===== config.mk =====
export PLATFORM = sky130hd
export DESIGN_NAME = modbus_slave_exception_scaler
export DESIGN_NICKNAME = d
export VERILOG_FILES = /design/src/mb_exc_pkg.sv /design/src/modbus_slave_exception_scaler.sv
export VERILOG_INCLUDE_DIRS = /design/src
export SDC_FILE = /design/constraint.sdc
export NUM_CORES = 1
export LEC_CHECK = 0
export ABC_AREA = 1
export BUFFER_PORTS_ARGS = -buffer_cell sky130_fd_sc_hd__buf_2
export CORE_MARGIN = 5
export CORE_UTILIZATION = 40
export DETAILED_ROUTE_END_ITERATION = 8
export GPL_TIMING_DRIVEN = 1
export PLACE_DENSITY_LB_ADDON = 0.1
export SETUP_SLACK_MARGIN = 0.5
export SLEW_MARGIN = 20
export SYNTH_ARGS = -nofsm -noshare
export SYNTH_HDL_FRONTEND = slang
export SYNTH_SLANG_ARGS = --single-unit

===== constraint.sdc =====
create_clock -name clk_sys -period 9.4 [get_ports clk_sys]
set_input_delay 2.35 -clock clk_sys [delete_from_list [all_inputs] [get_ports clk_sys]]
set_output_delay 2.35 -clock clk_sys [all_outputs]
set_load 0.02 [all_outputs]

===== src/mb_exc_regs.svh =====
// constants for the modbus request checker and response builder
`ifndef MB_EXC_REGS_SVH
`define MB_EXC_REGS_SVH
`define FC_READ 8'h03
`define FC_WRITE1 8'h06
`define FC_WRITEN 8'h10
`define EXC_BIT 7
`define ERR_CMD 8'h01
`define ERR_ADDR 8'h02
`define ERR_DATA 8'h03
`define ERR_RANGE 8'h04
`define ERR_PWD 8'h05
`define ERR_FRAME 8'h06
`define ERR_RDONLY 8'h07
`define ERR_RUNLOCK 8'h08
`define ERR_LOCKED 8'h09
`define CRC_INIT 16'hffff
`define CRC_POLY 16'ha001
`define PWD_ADDR 16'h0700
`define MAX_REGS 16'h007d
`endif


===== src/mb_exc_pkg.sv =====
// types for the modbus request checker and response builder
package mb_exc_pkg;
    typedef struct packed {
        logic [7:0] slave;
        logic [7:0] func;
        logic [15:0] addr;
        logic [15:0] qty;
        logic [7:0] byteCnt;
        logic [15:0] value;
        logic [15:0] crcRx;
        logic [7:0] frameLen;
    } mb_req_t;
    typedef struct packed {
        logic readOnly;
        logic runLocked;
        logic inRange;
        logic conflict;
        logic valid;
        logic [3:0] decimals;
    } mb_param_t;
    typedef enum logic [2:0] {
        ST_IDLE = 3'b000,
        ST_CRC = 3'b001,
        ST_CHECK = 3'b011,
        ST_RESP = 3'b010,
        ST_DONE = 3'b110
    } mb_state_t;
endpackage : mb_exc_pkg


===== src/modbus_slave_exception_scaler.sv =====
// modbus slave request checker, fieldbus scaler and response builder
//
// Operation
// - transfer integer equals engineering value times ten to the decimals
// - accepted write divides received integer by parameter scale before applying
// - successful request answered with the same function code
// - failed request answered with function code msb set
// - exception carries one error code byte after function code
// - code 01 for unsupported function or faulted drive
// - code 03 for disallowed request structure field value
// - code 04 for out-of-range or conflicting write value
// - code 05 for wrong password at verification address
// - code 06 for wrong frame length or crc mismatch
// - code 07 for write to read-only parameter, left unchanged
// - code 08 for run-locked parameter written while running
// - code 09 for any access but to the password address while password locks system
// - handled functions are 03 read, 06 write one, 10 write many
// - successful single write echoes the request frame
`timescale 1ns/1ps
`include "mb_exc_regs.svh"
module modbus_slave_exception_scaler
    import mb_exc_pkg::*;
#(
    // largest frame in bytes, crc included
    parameter int FRAME_MAX = 8,
    // highest register address the map accepts
    parameter logic [15:0] ADDR_LIMIT = 16'hffff
) (
    // clock and reset
    input wire logic clk_sys,
    input wire logic reset_n,
    input wire logic clkEn,
    // parsed request with raw bytes for crc
    input wire logic reqValid,
    input wire mb_req_t req,
    input wire logic [8*FRAME_MAX-1:0] reqBytes,
    // parameter attributes from the parameter map
    input wire mb_param_t paramInfo,
    input wire logic addrOk,
    // drive state
    input wire logic driveFaulted,
    input wire logic driveRunning,
    input wire logic [15:0] userPassword,
    input wire logic [15:0] readData,
    // parameter write port, received integer and scale
    output logic paramWrite,
    output logic [15:0] paramAddr,
    output logic [15:0] paramInteger,
    output logic [15:0] paramScale,
    // response header
    output logic respValid,
    output logic [7:0] respSlave,
    output logic [7:0] respFunc,
    output logic [7:0] respErr,
    output logic [15:0] respWord1,
    output logic [15:0] respWord2,
    output logic [15:0] respCrc,
    output logic unlocked
);

    // scale is ten raised to the decimal count, held at 10000 for four decimals and up
    function automatic logic [15:0] scaleOf(input logic [3:0] dec);
        logic [15:0] s;
        s = 16'h0001;
        for (int i = 0; i < 4; i++) begin
            if (i < int'(dec)) begin
                s = 16'(s * 16'h000a);
            end
        end
        return s;
    endfunction : scaleOf

    // one byte step of the modbus crc-16
    function automatic logic [15:0] crcByte(input logic [15:0] c, input logic [7:0] b);
        logic [15:0] r;
        r = c ^ {8'h00, b};
        for (int k = 0; k < 8; k++) begin
            r = r[0] ? ((r >> 1) ^ `CRC_POLY) : (r >> 1);
        end
        return r;
    endfunction : crcByte

    // sequencer state and captured request
    mb_state_t state_ff, nxt_state;
    mb_req_t req_ff, nxt_req;
    logic [8*FRAME_MAX-1:0] bytes_ff, nxt_bytes;
    logic [15:0] crc_ff, nxt_crc;
    logic [7:0] idx_ff, nxt_idx;
    logic [7:0] err_ff, nxt_err;
    logic unlocked_ff, nxt_unlocked;
    logic pwSet;
    logic isWrite;
    logic [7:0] crcLen;

    // a zero password means no lock is configured
    assign pwSet = (userPassword != 16'h0000);
    assign isWrite = (req_ff.func == `FC_WRITE1) || (req_ff.func == `FC_WRITEN);
    // crc covers all bytes but the two crc bytes
    assign crcLen = req_ff.frameLen - 8'h02;

    // sequencer: capture, crc, check, respond
    always_comb begin
        nxt_state = state_ff;
        nxt_req = req_ff;
        nxt_bytes = bytes_ff;
        nxt_crc = crc_ff;
        nxt_idx = idx_ff;
        nxt_err = err_ff;
        nxt_unlocked = unlocked_ff;
        unique case (state_ff)
            ST_IDLE: begin
                // a request offered while busy is dropped without notice
                if (reqValid) begin
                    nxt_req = req;
                    nxt_bytes = reqBytes;
                    nxt_crc = `CRC_INIT;
                    nxt_idx = 8'h00;
                    nxt_err = 8'h00;
                    nxt_state = ST_CRC;
                end
            end
            ST_CRC: begin
                // a length outside the legal window skips the crc walk
                // one byte per enabled cycle keeps the crc logic small
                if (req_ff.frameLen < 8'h04 || req_ff.frameLen > 8'(FRAME_MAX)) begin
                    nxt_state = ST_CHECK;
                end else if (idx_ff < crcLen) begin
                    nxt_crc = crcByte(crc_ff, bytes_ff[8*idx_ff +: 8]);
                    nxt_idx = idx_ff + 8'h01;
                end else begin
                    nxt_state = ST_CHECK;
                end
            end
            ST_CHECK: begin
                if (req_ff.frameLen < 8'h04 || req_ff.frameLen > 8'(FRAME_MAX)
                    || crc_ff != req_ff.crcRx) begin
                    nxt_err = `ERR_FRAME;
                end else if (!(req_ff.func == `FC_READ || isWrite) || driveFaulted) begin
                    nxt_err = `ERR_CMD;
                end else if (isWrite && req_ff.addr == `PWD_ADDR
                             && req_ff.value != userPassword) begin
                    nxt_err = `ERR_PWD;
                end else if (pwSet && !unlocked_ff && req_ff.addr != `PWD_ADDR) begin
                    nxt_err = `ERR_LOCKED;
                end else if (!addrOk || !paramInfo.valid
                             || 17'(req_ff.addr) + 17'(req_ff.qty) > 17'(ADDR_LIMIT) + 17'h1) begin
                    nxt_err = `ERR_ADDR;
                end else if (req_ff.func != `FC_WRITE1 && (req_ff.qty == 16'h0000
                             || req_ff.qty > `MAX_REGS || (req_ff.func == `FC_WRITEN
                             && req_ff.byteCnt != 8'(req_ff.qty << 1)))) begin
                    nxt_err = `ERR_DATA;
                end else if (isWrite && paramInfo.readOnly) begin
                    nxt_err = `ERR_RDONLY;
                end else if (isWrite && paramInfo.runLocked && driveRunning) begin
                    nxt_err = `ERR_RUNLOCK;
                end else if (isWrite && (!paramInfo.inRange || paramInfo.conflict)) begin
                    nxt_err = `ERR_RANGE;
                // clean write to the password address unlocks until reset
                end else if (isWrite && req_ff.addr == `PWD_ADDR) begin
                    nxt_unlocked = 1'b1;
                end
                nxt_state = ST_RESP;
            end
            ST_RESP: begin
                // outputs load from err_ff in this cycle
                nxt_state = ST_DONE;
            end
            ST_DONE: begin
                nxt_state = ST_IDLE;
            end
            default: begin
                nxt_state = ST_IDLE;
            end
        endcase
    end

    // sequencer registers
    always_ff @(posedge clk_sys or negedge reset_n) begin
        if (!reset_n) begin
            state_ff <= ST_IDLE;
            req_ff <= '0;
            bytes_ff <= '0;
            crc_ff <= `CRC_INIT;
            idx_ff <= 8'h00;
            err_ff <= 8'h00;
            unlocked_ff <= 1'b0;
        end else if (clkEn) begin
            state_ff <= nxt_state;
            req_ff <= nxt_req;
            bytes_ff <= nxt_bytes;
            crc_ff <= nxt_crc;
            idx_ff <= nxt_idx;
            err_ff <= nxt_err;
            unlocked_ff <= nxt_unlocked;
        end
    end

    // response and write outputs
    logic nxt_paramWrite, nxt_respValid;
    logic [7:0] nxt_respFunc, nxt_respErr;
    logic [15:0] nxt_w1, nxt_w2, nxt_pAddr, nxt_pInt, nxt_pScale, nxt_respCrc;
    // running crc of the response bytes
    logic [15:0] c;
    always_comb begin
        c = `CRC_INIT;
        nxt_paramWrite = 1'b0;
        nxt_respValid = 1'b0;
        nxt_respFunc = respFunc;
        nxt_respErr = respErr;
        nxt_w1 = respWord1;
        nxt_w2 = respWord2;
        nxt_pAddr = paramAddr;
        nxt_pInt = paramInteger;
        nxt_pScale = paramScale;
        nxt_respCrc = respCrc;
        if (state_ff == ST_RESP) begin
            nxt_respValid = 1'b1;
            nxt_respErr = err_ff;
            if (err_ff != 8'h00) begin
                nxt_respFunc = req_ff.func | 8'h80;
                c = crcByte(c, req_ff.slave);
                c = crcByte(c, nxt_respFunc);
                c = crcByte(c, err_ff);
                nxt_w1 = 16'h0000;
                nxt_w2 = 16'h0000;
            end else begin
                nxt_respFunc = req_ff.func;
                nxt_w1 = req_ff.addr;
                nxt_w2 = (req_ff.func == `FC_READ) ? readData
                       : (req_ff.func == `FC_WRITE1) ? req_ff.value : req_ff.qty;
                c = crcByte(c, req_ff.slave);
                c = crcByte(c, req_ff.func);
                c = crcByte(c, nxt_w1[15:8]);
                c = crcByte(c, nxt_w1[7:0]);
                c = crcByte(c, nxt_w2[15:8]);
                c = crcByte(c, nxt_w2[7:0]);
                // only clean writes reach the parameter
                if (isWrite) begin
                    // integer over scale applied by the parameter store
                    nxt_paramWrite = 1'b1;
                    nxt_pAddr = req_ff.addr;
                    nxt_pInt = req_ff.value;
                    // scale is ten to the decimals, 10000 for four decimals and up
                    nxt_pScale = scaleOf(paramInfo.decimals);
                end
            end
            nxt_respCrc = c;
        end
    end

    // output registers
    always_ff @(posedge clk_sys or negedge reset_n) begin
        if (!reset_n) begin
            paramWrite <= 1'b0;
            paramAddr <= 16'h0000;
            paramInteger <= 16'h0000;
            paramScale <= 16'h0001;
            respValid <= 1'b0;
            respSlave <= 8'h00;
            respFunc <= 8'h00;
            respErr <= 8'h00;
            respWord1 <= 16'h0000;
            respWord2 <= 16'h0000;
            respCrc <= 16'h0000;
            unlocked <= 1'b0;
        end else if (clkEn) begin
            paramWrite <= nxt_paramWrite;
            paramAddr <= nxt_pAddr;
            paramInteger <= nxt_pInt;
            paramScale <= nxt_pScale;
            respValid <= nxt_respValid;
            respSlave <= req_ff.slave;
            respFunc <= nxt_respFunc;
            respErr <= nxt_respErr;
            respWord1 <= nxt_w1;
            respWord2 <= nxt_w2;
            respCrc <= nxt_respCrc;
            unlocked <= nxt_unlocked;
        end
    end

endmodule : modbus_slave_exception_scaler


==> results_dict.tcl, run 1 <==
set metrics [dict create \
    synth_cell_type_count 56 \
    post-route-period-util_pct 65.1 \
    root_buffer "clkbuf_16" \
    route.detailed.drc 0 \
    final.setup.tns_ps 0 \
    port_buffers 325 \
    ys_ff_latch 308 \
    finClkSkew_ps 22.8 \
    clk-insertion-delay-late_ps 560 \
    grt_setup_unrepaired "false" \
    clkSlewWorstSetupHoldPaths_ps 60 \
    synth_edf_count 0 \
    finish.net_count 2685 \
    dpl_worst_slack_ps 2700 \
    synth_flop_cell "dfrtp_1" \
    dr_total_vias 15399 \
    post_synth_main_area_contributors "dfrtp_1 (42%), nand2_1 (13%), o21ai_0 (8.1%), inv_1 (4.3%), ha_1 (3.9%)" \
    finalSetupViolations 0 \
    critical_path_required_ps 9840 \
    maximum_capacitance_violations 0 \
    p_r_area_growth_vs_syn_pct 19.6 \
    worstSetupEndpointType "flip-flop" \
    vias_in_the_first_global_route 15321 \
    slew_headroom_pct 33.9 \
    wl_um 57200 \
    drtAntennaViolNets 0 \
    post_cts_hold_buffer_count 0 \
    fmax_mhz 163 \
    synth-async-reset-ratio_pct 100 \
    starting_utilization_of_the_core_area_pct 40.7 \
    grt_usage_pct 23.8 \
    cts_setup_buffers 0 \
    ys_warn_count 0 \
    layout.cells.most_common "nand2_1" \
    die_h_um 217 \
    hold_path.class "flip-flop to flip-flop" \
    grt_max_degree 263 \
    synth_seq_area_share_pct 45.1 \
    post_route_cells_drive_above_1_share_pct 20.6 \
    worst_pin_slew_ps 991 \
    initial_antenna_violation_count 3 \
    core_mm2 0.0421 \
    gates_resized_cts_repair 0 \
    mappedNetlistArea_mm2 0.0171 \
    critical_path.max_fanout 13 \
    most-common-layout-cells "nand2_1 (607), buf_2 (324), dfrtp_1 (291), o21ai_0 (278), inv_1 (196)" \
    chipWidth_um 217 \
    grt-ovfl-total 0 \
    run_status "completed" \
    avgViaCountPerCell 5.15 \
    startpoint_type "input pin" \
    num_io_pins 331 \
    dr.first_iter.drc_count 1164 \
    worst-setup-path-type "input pin to flip-flop" \
    timing.final.crit_period_ps 6120 \
    drt_first_pass_iters 5 \
    post_drt_wl_per_cell_um 19.2 \
    tritoncts "done" \
    cts_buffers 36 \
    dpl_cell_area_mm2 0.0192 \
    setup_ws_ps 3280 \
    syn_inst 2127 \
    arrival_ps 6560 \
    design_area_mm2 0.0205 \
    clock_sink_count 308 \
    clock_tree.htree_level_count 2 \
    std_cell_rows 75 \
    synth_top_cell_area_share_pct 42.5 \
    final-hold-violation-count 0 \
    cts_buffer_depth 3 \
    synth_largest_area_cell "dfrtp_1" \
    gp_weighted_congestion 0.927 \
    post-dp-hpwl_um 43800 \
    postSynthAreaPerCell_um2 8.06 \
    global_route_wire_length_before_repair_um 87900 \
    number_of_slew_limit_violations_in_the_final_report 0 \
    floorplan_die_area_mm2 0.0471 \
]
==> state kept, by name, summed over array words and instances, names as in the netlist, 14 cells and up <==
register,flops
bytes_ff,64
crc_ff,16
paramAddr,16
paramInteger,16
paramScale,14
req_ff,96
respCrc,16
respWord1,16
respWord2,16
==> layer usage <==
metal  wire (µm)  global-route usage, %
met5          13                      0
met4        2180                   8.87
met3        3470                   5.09
met2       26900                   38.7
met1       24700                   31.4
==> cell type report <==
class | count | area, µm²
diodes | 1 | 2.50
clock buffers | 48 | 996
inverters | 221 | 832
repair buffers | 336 | 1730
well taps | 539 | 674
multi-input cells | 1517 | 8260
clock inverters | 18 | 277
fillers | 4230 | 21600
flip-flops and latches | 308 | 7730
==> path summary, 6_finish.rpt <==
check                                          from                          to  slack [ps]  depth (start not counted)
min reg2reg                bytes_ff[34]$_DFFE_PN0P_    bytes_ff[34]$_DFFE_PN0P_         460                          2
max in group asynchronous                   reset_n     bytes_ff[3]$_DFFE_PN0P_        6000                          2
max                                    paramInfo[3]  paramScale[14]$_DFFE_PN0P_        3280                         20
max reg2reg                  req_ff[80]$_DFFE_PN0P_      respCrc[0]$_DFFE_PN0P_        5400                         23
min                        bytes_ff[34]$_DFFE_PN0P_    bytes_ff[34]$_DFFE_PN0P_         460                          2
min in group asynchronous                   reset_n    paramAddr[4]$_DFFE_PN0P_        1850                          1
==> stage by stage <==
step                utilization [%]  hold slack (ps)  instances
floorplan                         -              437       2131
global route                   48.7              485       2988
finish                         48.7              465       2988
global placement               45.6              451       2921
detailed placement             45.6              453       2921
CTS                            48.7              467       2987
==> cells by family (layout without fill, tap and decap cells) <==
group,count (synthesis),after routing,synth area share (%)
AOI/OAI and AO/OA,431,431,13.7
xor gates and xnor gates,140,140,7.75
adders and majority gates,57,57,4.29
buffers and inverters,306,623,6.96
DFF,308,308,45.1
other,1,6,0.0219
and+or+nand+nor,884,884,22.2
==> Yosys cell counts, types with 2 or more instances <==
master    count
o22a_1        4
nand2_2      26
o21ai_0     278
ha_1         54
o22ai_1      11
clkbuf_1     67
o21a_1        2
or2_2         2
buf_2        10
a21oi_1      82
xor2_2        8
inv_2        20
nor2_1       88
o21ai_1       3
a21o_1        2
xnor2_1      51
nand2_4       9
dfstp_2      17
o21bai_1      2
xnor3_1       2
inv_1       198
a31oi_1       3
nand3_4       2
xnor2_2       2
xor2_1       77
nor4_1       15
nand2_1     607
clkinv_1      2
dfrtp_1     291
buf_4         6
o311ai_0      4
fa_1          3
nor3_1       13
nand3_1      77
nand4_1      23
o211ai_1     21
nand3_2      15
o221ai_1     12
==> worst max-delay path: stages <==
cell and delay [ps]:
buf_2 90, nor2_1 660, inv_1 240, nor2_1 280, inv_1 120, nor2_1 240, inv_1 110, ha_1 360
xor2_1 280, ha_1 280, ha_1 230, fa_1 410, inv_1 80, o211ai_1 130, inv_1 80, nor2_1 50
o21a_1 180, o21a_1 180, a21oi_1 120, o21ai_0 80
Power of run 1 is left out: the tool's default activity adds up to more than one toggle a clock period on the data nets, which glitch-free logic cannot reach.
==> inputs of run 2 (changes only) <==
==> constraint.sdc (replaced) <==
create_clock -name clk_sys -period 6.05 [get_ports clk_sys]
set_input_delay 1.5125 -clock clk_sys [delete_from_list [all_inputs] [get_ports clk_sys]]
set_output_delay 1.5125 -clock clk_sys [all_outputs]
set_load 0.02 [all_outputs]
==> run 2 against run 1 <==
Net effect: die area stayed put; cell count grew 0.10%; first-iteration DRC count is 2.8% higher; count of clock-buffer cells in the layout rose by 7; via count shrank 0.99%.
==> results_dict.tcl, run 2 (synthesis results as in run 1) <==
set metrics [dict create \
    filler_cell_count 4171 \
    largest_register "req_ff" \
    cts_setup_buffers 0 \
    grt_max_degree 262 \
    post_cts_hold_buffer_count 0 \
    arrival_ps 5180 \
    most-common-layout-cells "nand2_1 (607), buf_2 (324), dfrtp_1 (291), o21ai_0 (278), inv_1 (196)" \
    post-dp-hpwl_um 44000 \
    grtUsageMet1_pct 31.5 \
    initial_antenna_violation_count 4 \
    critical_path.max_fanout 13 \
    timing.final.crit_period_ps 4750 \
    drtAntennaViolNets 0 \
    worst-setup-path-type "input pin to flip-flop" \
    grt_setup_unrepaired "false" \
    total_area_of_multi_input_combinational_cells_mm2 0.00826 \
    finClkSkew_ps 16.8 \
    cts_buffers 37 \
    finalSetupViolations 0 \
    timing.rr.end "err_ff[0]$_DFFE_PN0P_" \
    grt-ovfl-total 0 \
    root_buffer "clkbuf_16" \
    grt_util_met3_pct 4.28 \
    post_drt_wl_per_cell_um 19.1 \
    r2r_start "req_ff[50]$_DFFE_PN0P_" \
    largest_register_ffs 96 \
    clock_sink_count 308 \
    p_r_area_growth_vs_syn_pct 19.4 \
    global_route.peak_usage_layer "met2" \
    core_mm2 0.0421 \
    gp_weighted_congestion 0.909 \
    finish.net_count 2687 \
    dr.first_iter.drc_count 1197 \
    vias_in_the_first_global_route 15195 \
    run_status "completed" \
    number_of_slew_limit_violations_in_the_final_report 0 \
    tritoncts "done" \
    grt_usage_pct 23.9 \
    use_met2_pct 39.9 \
    dpl_cell_area_mm2 0.0193 \
    reg_top3 "req_ff: 96 flops, bytes_ff: 64 flops" \
    wl_um 57300 \
    fmax_mhz 211 \
    starting_utilization_of_the_core_area_pct 40.7 \
    route.detailed.drc 0 \
    whs_path_depth 2 \
    post_route_cells_drive_above_1_share_pct 20.5 \
    floorplan_die_area_mm2 0.0471 \
    r2r_slack_ps 2160 \
    critical_path_required_ps 6480 \
    chipWidth_um 217 \
    clock_tree.htree_level_count 2 \
    maximum_capacitance_violations 0 \
    clk-insertion-delay-late_ps 560 \
    worstSetupEndpointType "flip-flop" \
    slew_headroom_pct 34.6 \
    port_buffers 325 \
    gates_resized_cts_repair 0 \
    worst_pin_slew_ps 981 \
    layout.cells.most_common "nand2_1" \
    final.setup.tns_ps 0 \
    std_cell_rows 75 \
    drt_first_pass_iters 5 \
    global_route_wire_length_before_repair_um 88000 \
    cts_buffer_depth 3 \
    startpoint_type "input pin" \
    final-hold-violation-count 0 \
    die_h_um 217 \
    final-seq-area_mm2 0.00773 \
    num_io_pins 331 \
    r2r_cells 21 \
    dr_total_vias 15247 \
    clkSlewWorstSetupHoldPaths_ps 60 \
    critical_path.startpoint "paramInfo[3]" \
    post-route-period-util_pct 78.5 \
    hold_path.class "flip-flop to flip-flop" \
    design_area_mm2 0.0205 \
    critical_path.endpoint "paramScale[14]$_DFFE_PN0P_" \
    avgViaCountPerCell 5.10 \
]
==> run 2: cell types whose count changed in the layout (fill, tap and decap cells not counted) <==
cell / delta
clkbuf_8: +3
buf_12: +2
inv_6: +2
clkbuf_1: +3
clkinv_4: -1
diode_2: +1
buf_4: -1
clkinv_8: -1
nor2_2: -1
nor2_1: +1
clkbuf_16: +1
clkinv_2: -2
bufinv_16: -4
==> run 2: cell type report <==
cell class / count / share of cell area, %
Multi-Input combinational cell: 1517 / 40.3
Sequential cell: 308 / 37.7
Timing Repair Buffer: 337 / 8.62
Clock buffer: 55 / 5.24
Inverter: 221 / 4.06
Tap cell: 539 / 3.29
Clock inverter: 12 / 0.678
Antenna cell: 2 / 0.0244
==> run 2: layer usage <==
layer	share of wire, %	routed length [µm]
met2	48	27300
met1	43	24700
met5	0.035	20
met4	3.2	1830
met3	5.9	3380
==> run 2: how the worst min path moves through the flow <==
stage,startpoint,slack (ps),to
floorplan,bytes_ff[16]$_DFFE_PN0P_,440,bytes_ff[16]$_DFFE_PN0P_
global placement,bytes_ff[11]$_DFFE_PN0P_,450,bytes_ff[11]$_DFFE_PN0P_
detailed placement,bytes_ff[37]$_DFFE_PN0P_,450,bytes_ff[37]$_DFFE_PN0P_
CTS,bytes_ff[37]$_DFFE_PN0P_,470,bytes_ff[37]$_DFFE_PN0P_
global route,bytes_ff[33]$_DFFE_PN0P_,480,bytes_ff[33]$_DFFE_PN0P_
finish,bytes_ff[37]$_DFFE_PN0P_,460,bytes_ff[37]$_DFFE_PN0P_
==> run 2: critical path: stages <==
cell and delay [ps]:
buf_2 90, nor2_1 90, buf_4 200, inv_1 100, nor2_1 220, inv_1 120, nor2_1 240, inv_1 100
ha_1 350, nand2_1 100, o21ai_0 220, ha_1 290, ha_1 210, fa_1 420, inv_1 80, o211ai_1 130
inv_1 70, nor2_1 50, o21a_1 190, o21a_1 190, a21oi_1 120, o21ai_0 80
==> run 2: per-stage QoR <==
stage / hold WS [ps] / cells / utilization (%) / setup WS, ps
2_1_floorplan: 437 / 2131 / - / 1360
5_1_grt: 482 / 2990 / 48.6 / 909
3_5_place_dp: 453 / 2922 / 45.7 / 748
3_3_place_gp: 452 / 2922 / 45.7 / 722
6_report: 464 / 2991 / 48.6 / 1300
4_1_cts: 467 / 2989 / 48.6 / 1330
Power of run 2 is left out for the same reason.
